`config.mk`:
```
export PLATFORM = sky130hd
export DESIGN_NAME = pin_volume_control_regs
export DESIGN_NICKNAME = d
export VERILOG_FILES = /design/src/pin_volume_pkg.sv /design/src/pin_volume_control_regs.sv
export SDC_FILE = /design/constraint.sdc
export NUM_CORES = 1
export LEC_CHECK = 0
export BUFFER_PORTS_ARGS = -buffer_cell sky130_fd_sc_hd__buf_2
export CAP_MARGIN = 25
export CORE_ASPECT_RATIO = 1.4
export CORE_UTILIZATION = 32
export DETAILED_ROUTE_END_ITERATION = 8
export GPL_TIMING_DRIVEN = 0
export MAX_ROUTING_LAYER = met4
export PLACE_DENSITY = 0.53
export SETUP_SLACK_MARGIN = 0.5
export SYNTH_ARGS = -nofsm -noshare
export SYNTH_HDL_FRONTEND = slang
export SYNTH_SLANG_ARGS = --single-unit
```
`constraint.sdc`:
```
create_clock -name clk_sys -period 3.5 [get_ports clk_sys]
set_input_delay 0.7 -clock clk_sys [delete_from_list [all_inputs] [get_ports clk_sys]]
set_output_delay 0.7 -clock clk_sys [all_outputs]
set_load 0.01 [all_outputs]
```
`src/pin_volume_pkg.sv`:
```
package pin_volume_pkg;

   // Register offsets on page 0
   localparam logic [6:0] DC_RESULT_HIGH_OFS   = 7'h68;
   localparam logic [6:0] DC_RESULT_MIDDLE_OFS = 7'h69;
   localparam logic [6:0] DC_RESULT_LOW_OFS    = 7'h6A;
   localparam logic [6:0] VOL_CONV_CTRL_OFS    = 7'h74;
   localparam logic [6:0] VOL_GAIN_READ_OFS    = 7'h75;

   // Reset values
   localparam logic [7:0] DC_RESULT_RESET      = 8'h00;
   localparam logic [7:0] VOL_CONV_CTRL_RESET  = 8'h00;
   localparam logic [7:0] VOL_GAIN_READ_RESET  = 8'h00;

   // Control register fields
   localparam int PIN_CTRL_BIT   = 7;
   localparam int CLK_SRC_BIT    = 6;
   localparam int HYST_MSB       = 5;
   localparam int HYST_LSB       = 4;
   localparam int RSVD_CTRL_BIT  = 3;
   localparam int RATE_MSB       = 2;
   localparam int RATE_LSB       = 0;

   // Gain readout fields
   localparam int GAIN_RSVD_BIT  = 7;
   localparam int GAIN_MSB       = 6;

   // Hysteresis encodings
   localparam logic [1:0] HYST_NONE = 2'h0;
   localparam logic [1:0] HYST_ONE  = 2'h1;
   localparam logic [1:0] HYST_TWO  = 2'h2;

   // Gain code limits
   localparam logic [6:0] GAIN_CODE_MAX      = 7'h7E;
   localparam logic [6:0] GAIN_CODE_RESERVED = 7'h7F;

   // Converter source clock and slowest throughput
   localparam int CONV_SRC_HZ_MCLK  = 12000000;
   localparam int SLOWEST_RATE_MHZ  = 15625;
   // Source edges per conversion at rate code 000
   localparam int CONV_DIV_BASE = (CONV_SRC_HZ_MCLK / SLOWEST_RATE_MHZ) * 1000;

endpackage

```
`src/pin_volume_control_regs.sv`:
```
`timescale 1ns/1ns
// Notes on behaviour
// - The middle DC result byte, bits 15 to 8, reads at offset 0x69 and resets to zero.
// - The low DC result byte, bits 7 to 0, reads at offset 0x6A and resets to zero.
// - The high DC result byte, bits 23 to 16, reads at offset 0x68 just before the middle byte.
// - While result update is disabled the three bytes hold their last value, else they follow.
// - Control bit 0 uses register volume and powers the converter down; 1 follows the pin.
// - The clock-source bit picks the RC oscillator at 0 or the master clock at 1.
// - The hysteresis field gives none, one LSB or two LSBs; software never writes 11.
// - On the RC oscillator the same divide ratios apply, so rates scale with its frequency.
// - Gain readout is a 7-bit code, 0 is 18 dB, each step lowers gain by half a dB.
// - From code 0x5B the gain falls a dB per code to code 0x7E; code 0x7F never appears.
module pin_volume_control_regs
   import pin_volume_pkg::*;
#(
   parameter int DIV_BASE = CONV_DIV_BASE
) (
   input  wire logic        clk_sys,          // System clock, 25 MHz
   input  wire logic        resetn,           // Async reset, active low
   input  wire logic [6:0]  reg_addr,         // Register offset, page 0
   input  wire logic        reg_wr,           // Register write strobe
   input  wire logic        reg_rd,           // Register read strobe
   input  wire logic [7:0]  reg_wdata,        // Register write data
   output logic      [7:0]  reg_rdata,        // Register read data
   input  wire logic [23:0] dc_result,        // DC measurement filter output
   input  wire logic        dc_result_valid,  // New DC result pulse
   input  wire logic        dc_update_off,    // Result update disabled
   input  wire logic        mclk_pin,         // Master clock pin
   input  wire logic        rc_osc_pin,       // Internal RC oscillator
   input  wire logic [6:0]  vol_sar_code,     // Converter result from analog
   output logic             vol_sar_pd,       // Converter power down
   output logic             vol_sar_start,    // Sample pulse to converter
   input  wire logic [6:0]  reg_volume_code,  // Volume from control register
   output logic      [6:0]  playback_gain     // Applied playback gain code
);

   localparam int CNT_W = $clog2(DIV_BASE + 1);

   logic [7:0]       dc_high_reg;
   logic [7:0]       dc_mid_reg;
   logic [7:0]       dc_low_reg;
   logic [7:0]       ctrl_reg;
   logic             gain_rsvd_reg;
   logic [6:0]       gain_reg;
   logic [7:0]       rdata_reg;
   logic             mclk_sync;
   logic             rc_sync;
   logic             mclk_hist_reg;
   logic             rc_hist_reg;
   logic [2:0]       edge_arm_reg;
   logic [1:0]       sar_sync_en_reg;
   logic [6:0]       sar_code_sync;
   logic [6:0]       sar_prev_reg;
   logic             gain_pend_reg;
   logic             code_steady;
   logic [7:0]       rdata_next;
   logic [CNT_W-1:0] div_cnt_reg;
   logic [6:0]       gain_next;
   logic [CNT_W-1:0] period;
   logic             pin_ctrl;
   logic             src_tick;
   logic             conv_done;
   logic [6:0]       diff;
   logic [1:0]       hyst;
   logic             gain_move;
   logic [6:0]       sar_clamped;

   assign pin_ctrl = ctrl_reg[PIN_CTRL_BIT];

   // DC result hold
   always_ff @(posedge clk_sys or negedge resetn) begin
      if (!resetn) begin
         dc_high_reg <= DC_RESULT_RESET;
         dc_mid_reg  <= DC_RESULT_RESET;
         dc_low_reg  <= DC_RESULT_RESET;
      end else if (dc_result_valid && !dc_update_off) begin
         dc_high_reg <= dc_result[23:16];
         dc_mid_reg  <= dc_result[15:8];
         dc_low_reg  <= dc_result[7:0];
      end
   end

   // Control register
   always_ff @(posedge clk_sys or negedge resetn) begin
      if (!resetn) begin
         ctrl_reg <= VOL_CONV_CTRL_RESET;
      end else if (reg_wr && (reg_addr == VOL_CONV_CTRL_OFS)) begin
         ctrl_reg <= reg_wdata;
      end
   end

   // Readout register top bit
   always_ff @(posedge clk_sys or negedge resetn) begin
      if (!resetn) begin
         gain_rsvd_reg <= VOL_GAIN_READ_RESET[GAIN_RSVD_BIT];
      end else if (reg_wr && (reg_addr == VOL_GAIN_READ_OFS)) begin
         gain_rsvd_reg <= reg_wdata[GAIN_RSVD_BIT];
      end
   end

   // Read data select
   always_comb begin
      if (reg_addr == DC_RESULT_HIGH_OFS) begin
         rdata_next = dc_high_reg;
      end else if (reg_addr == DC_RESULT_MIDDLE_OFS) begin
         rdata_next = dc_mid_reg;
      end else if (reg_addr == DC_RESULT_LOW_OFS) begin
         rdata_next = dc_low_reg;
      end else if (reg_addr == VOL_CONV_CTRL_OFS) begin
         rdata_next = ctrl_reg;
      end else if (reg_addr == VOL_GAIN_READ_OFS) begin
         rdata_next = {gain_rsvd_reg, gain_reg};
      end else begin
         rdata_next = 8'h00;
      end
   end

   // Read data, held until the next read
   always_ff @(posedge clk_sys or negedge resetn) begin
      if (!resetn) begin
         rdata_reg <= 8'h00;
      end else if (reg_rd) begin
         rdata_reg <= rdata_next;
      end
   end

   assign reg_rdata = rdata_reg;

   // Source clock synchronisers
   two_stage_sync #(
      .WIDTH(1)
   ) mclk_sync_inst (
      .clk_sys  (clk_sys),
      .resetn   (resetn),
      .async_in (mclk_pin),
      .sync_out (mclk_sync)
   );

   two_stage_sync #(
      .WIDTH(1)
   ) rc_sync_inst (
      .clk_sys  (clk_sys),
      .resetn   (resetn),
      .async_in (rc_osc_pin),
      .sync_out (rc_sync)
   );

   // Edge history, armed once the synchronisers hold real samples
   always_ff @(posedge clk_sys or negedge resetn) begin
      if (!resetn) begin
         mclk_hist_reg <= 1'h0;
         rc_hist_reg   <= 1'h0;
         edge_arm_reg  <= 3'h0;
      end else begin
         mclk_hist_reg <= mclk_sync;
         rc_hist_reg   <= rc_sync;
         edge_arm_reg  <= {edge_arm_reg[1:0], 1'h1};
      end
   end

   always_comb begin
      if (ctrl_reg[CLK_SRC_BIT]) begin
         src_tick = edge_arm_reg[2] & mclk_sync & ~mclk_hist_reg;
      end else begin
         src_tick = edge_arm_reg[2] & rc_sync & ~rc_hist_reg;
      end
   end

   // same ratio on the RC oscillator
   assign period = CNT_W'(DIV_BASE >> ctrl_reg[RATE_MSB:RATE_LSB]);
   assign conv_done = pin_ctrl && src_tick && (div_cnt_reg >= period - CNT_W'(1));

   // Conversion divider
   always_ff @(posedge clk_sys or negedge resetn) begin
      if (!resetn) begin
         div_cnt_reg <= '0;
      end else if (!pin_ctrl) begin
         div_cnt_reg <= '0;
      end else if (conv_done) begin
         div_cnt_reg <= '0;
      end else if (src_tick) begin
         div_cnt_reg <= div_cnt_reg + CNT_W'(1);
      end
   end

   assign vol_sar_pd    = ~pin_ctrl;
   assign vol_sar_start = conv_done;

   // Converter result word, two stages, then a steadiness check
   two_stage_sync #(
      .WIDTH(7)
   ) sar_sync_inst (
      .clk_sys  (clk_sys),
      .resetn   (resetn),
      .async_in (vol_sar_code),
      .sync_out (sar_code_sync)
   );

   always_ff @(posedge clk_sys or negedge resetn) begin
      if (!resetn) begin
         sar_sync_en_reg <= 2'h0;
         sar_prev_reg    <= 7'h00;
      end else begin
         sar_sync_en_reg <= {sar_sync_en_reg[0], conv_done};
         sar_prev_reg    <= sar_code_sync;
      end
   end

   // A word caught while changing waits for a steady cycle
   assign code_steady = (sar_code_sync == sar_prev_reg);

   always_ff @(posedge clk_sys or negedge resetn) begin
      if (!resetn) begin
         gain_pend_reg <= 1'h0;
      end else if (!pin_ctrl) begin
         gain_pend_reg <= 1'h0;
      end else if (sar_sync_en_reg[1] && !code_steady) begin
         gain_pend_reg <= 1'h1;
      end else if (code_steady) begin
         gain_pend_reg <= 1'h0;
      end
   end

   assign sar_clamped = (sar_code_sync == GAIN_CODE_RESERVED) ? GAIN_CODE_MAX : sar_code_sync;

   always_comb begin
      if (sar_clamped > gain_reg) begin
         diff = sar_clamped - gain_reg;
      end else begin
         diff = gain_reg - sar_clamped;
      end
      case (ctrl_reg[HYST_MSB:HYST_LSB])
         HYST_NONE: hyst = 2'h0;
         HYST_ONE:  hyst = 2'h1;
         HYST_TWO:  hyst = 2'h2;
         default:   hyst = 2'h2;
      endcase
      gain_move = diff > {5'h00, hyst};
      gain_next = gain_move ? sar_clamped : gain_reg;
   end

   always_ff @(posedge clk_sys or negedge resetn) begin
      if (!resetn) begin
         gain_reg <= VOL_GAIN_READ_RESET[GAIN_MSB:0];
      end else if (pin_ctrl && (sar_sync_en_reg[1] || gain_pend_reg) && code_steady) begin
         gain_reg <= gain_next;
      end
   end

   always_ff @(posedge clk_sys or negedge resetn) begin
      if (!resetn) begin
         playback_gain <= VOL_GAIN_READ_RESET[GAIN_MSB:0];
      end else if (pin_ctrl) begin
         playback_gain <= gain_reg;
      end else begin
         playback_gain <= reg_volume_code;
      end
   end

endmodule

module two_stage_sync
   import pin_volume_pkg::*;
#(
   parameter int WIDTH = 1
) (
   input  wire logic             clk_sys,   // System clock
   input  wire logic             resetn,    // Async reset, active low
   input  wire logic [WIDTH-1:0] async_in,  // Signal from another domain
   output logic      [WIDTH-1:0] sync_out   // Second stage, safe to read
);

   logic [WIDTH-1:0] meta_reg;
   logic [WIDTH-1:0] sync_reg;

   // Only the second stage leaves this module
   always_ff @(posedge clk_sys or negedge resetn) begin
      if (!resetn) begin
         meta_reg <= '0;
         sync_reg <= '0;
      end else begin
         meta_reg <= async_in;
         sync_reg <= meta_reg;
      end
   end

   assign sync_out = sync_reg;

endmodule

```
==> run summary <==
drt drc - 0
DRT Pass-1 Iters - 4
Async S/R FF share, synth - 100%
Seq cells post-synth - 108
gr usage total - 18.1%
global-route wire length before repair - 25400 um
Slew HR - 27.7%
H-tree levels - 3
Final GP Congestion - 0.869
TritonCTS clock tree - yes
Fin. Hold Viols - 0
core area - 17900 sq um
startpoint types - flop
RSZ-0062 raised after global routing - true
final wirelength - 15600 um
mean routed wirelength per cell - 16.9 um
die span in x - 116 um
# setup viols final - 1
Non-Filler Instances - 922
met3 Use GR - 3.17%
Worst Slack Setup Final - -0.00916 ns
post-synth top area share - 46.3%
Via Count - 4646
M2 GR Usage - 30.2%
Layout Nets - 773
largest area contributor in the netlist - dfrtp_1
Final Max Tran Viols - 0
initial antenna violation count - 0
Clock Skew - 0.00911 ns
estimated wirelength of the detail-placed design - 11200 um
Clock Path Buffers - 2
worst slew pin tran - 1.08 ns
Worst Path Arrival - 2.81 ns
FMAX - 285 MHz
top_reg_cell synth - dfrtp_1
cell count after placement - 866
max reg flops - 20
Die H - 162 um
P&R area growth vs syn - 32.2%
violated checks - negative setup slack
Port Buf Inserts - 77
commonest cells in the netlist - dfrtp_1 (108), nand2_1 (40), ha_1 (32), mux2_1 (31), nor2_1 (27)
post-synthesis cell area - 5830 sq um
Clock transition at path regs - 0.08 ns
clk sinks - 108
Syn Inst Count - 548
Max FO, Critical Path - 5
Top Usage Layer GRT - met2
Initial Util - 32.5%
largest net degree at the start of global routing - 67
Hold-fix buffers, CTS - 0
Worst Hold Class - in -> async
Synth warnings - 0
main area contributors after synthesis - dfrtp_1 (46%), ha_1 (6.9%), mux2_1 (6.0%)
Skew-Pair Late Insertion Delay - 0.35 ns
count leader, synth - dfrtp_1
pwr/cell area - 395 nW/um^2
Fillers - 1720
die area - 18800 sq um
vias in the first global route - 4935
Crit Path Category - reg -> out
total gr overflow - 0
antenna-violating nets left - 0
Iter 0 DRT Violations - 177
Inserted Clock Buffers - 9
Post-synth EDFFs - 0
Multi-input gate area - 3340 sq um
distinct cell type count after synthesis - 68
TNS Setup - -0.00916 ns
Register Area - 2720 sq um
Mapped Nets - 643
status - finished, violations left
# rows - 58
Final min period - 3.51 ns
ant diodes - 0
Avg Cell Area, Syn - 10.6 sq um
drt via density - 5.04
number of max-cap violations - 0
grt met1 use - 21.4%
share of post-route cells with drive strength above 1 - 32.7%
peak supply drop - 0.000282 V
CP required - 2.80 ns
Worst Setup End Kind - output pin
post-synthesis sequential area ratio - 46.3%
Leak - 3.43 nW
IO Count - 78
clk root buf - clkbuf_16
period utilisation layout - 100%
## logic make-up after synthesis
family | after synthesis | share of synthesized area, %
multiplexers | 56 | 10.4
other | 1 | 0.0643
buffers and inverters | 56 | 4.10
AO/OA/AOI/OAI | 114 | 14.7
XOR/XNOR | 10 | 1.50
flip-flops | 108 | 46.3
AND/OR/NAND/NOR | 169 | 15.4
adder cells (fa/ha/maj) | 34 | 7.55
## metal layers
metal	wire [um]	share of wire (%)	up-vias
li1	-	-	2239
met1	6620	42	2271
met2	7980	51	104
met3	447	2.9	32
met4	562	3.6	0
met5	0	0	-
## stage by stage
stage               total power, mW  util [%]  instance area (sq um)  hold slack, ns  setup slack [ns]
finish                         3.05      43.0                   7710           0.349          -0.00916
global route                   3.21      43.0                   7710           0.358           -0.0888
CTS                            3.02      41.8                   7480           0.352            0.0620
detailed placement             1.94      36.8                   6600           0.335            -0.574
global placement               1.92      36.7                   6570           0.332            -0.605
floorplan                      1.75         -                   5890           0.331             0.177
## report_power, final
part | switching (mW) | internal [mW]
Sequential | 0.0841 | 1.35
Combinational | 0.339 | 0.295
Clock | 0.493 | 0.486
Total | 0.916 | 2.13
## cell type report
cell class | instances | share of cell area (%)
clock buffers | 9 | 2.92
repair buffers | 119 | 10.4
clock inverters | 6 | 0.600
flip-flops and latches | 108 | 35.2
well taps | 240 | 3.89
plain buffers | 29 | 2.38
inverters | 27 | 1.31
multi-input cells | 384 | 43.2
## worst max-delay path, cell delays in order (launching register included)
cell and delay, ns:
dfrtp_2 0.45, buf_6 0.14, xnor2_4 0.16, nor2_1 0.06, ha_1 0.31, a21o_2 0.20, a221o_1 0.35, a221oi_2 0.35
nand2_2 0.12, and3_4 0.20, buf_6 0.12
## cells in the final DEF, fill, tap and decap left out, types with 7 or more instances in the layout
cell	netlist	routed
o21a_1	8	8
nand2_1	40	38
ha_1	32	28
nor2b_1	9	7
a21oi_1	26	18
nand2b_1	11	11
mux2_1	31	31
clkbuf_1	23	18
buf_4	1	34
nand3_1	25	22
inv_1	26	24
buf_2	2	77
nor2_1	27	26
dfrtp_1	108	98
nand4_1	9	9
buf_6	3	8
mux2i_1	17	17
mux2_2	8	7
clkbuf_16	0	11
dfrtp_2	0	10
o21ai_1	9	9
## worst paths after layout
kind	start	endpoint	slack (ns)	cells past startpoint
max	ctrl_reg[2]$_DFFE_PN0P_	vol_sar_start	-0.009	10
min	resetn	div_cnt_reg[18]$_DFFE_PN0P_	0.35	1
max reg2reg	sar_sync_inst.sync_out[2]$_DFF_PN0_	gain_reg[6]$_DFFE_PN0P_	0.04	14
min reg2reg	sar_sync_inst.meta_reg[3]$_DFF_PN0_	sar_sync_inst.sync_out[3]$_DFF_PN0_	0.35	0
max in group asynchronous	resetn	sar_sync_inst.sync_out[5]$_DFF_PN0_	2.39	2
min in group clk_sys	sar_sync_inst.meta_reg[3]$_DFF_PN0_	sar_sync_inst.sync_out[3]$_DFF_PN0_	0.35	0
## what timing repair did
item,4_1_cts,5_1_grt
pin swaps,25,24
gates resized for setup,60,37
setup buffers,35,3
endpoints found under the setup margin,24,24
cloned,1,1
Note: power is estimated with default switching activity, not from simulation.
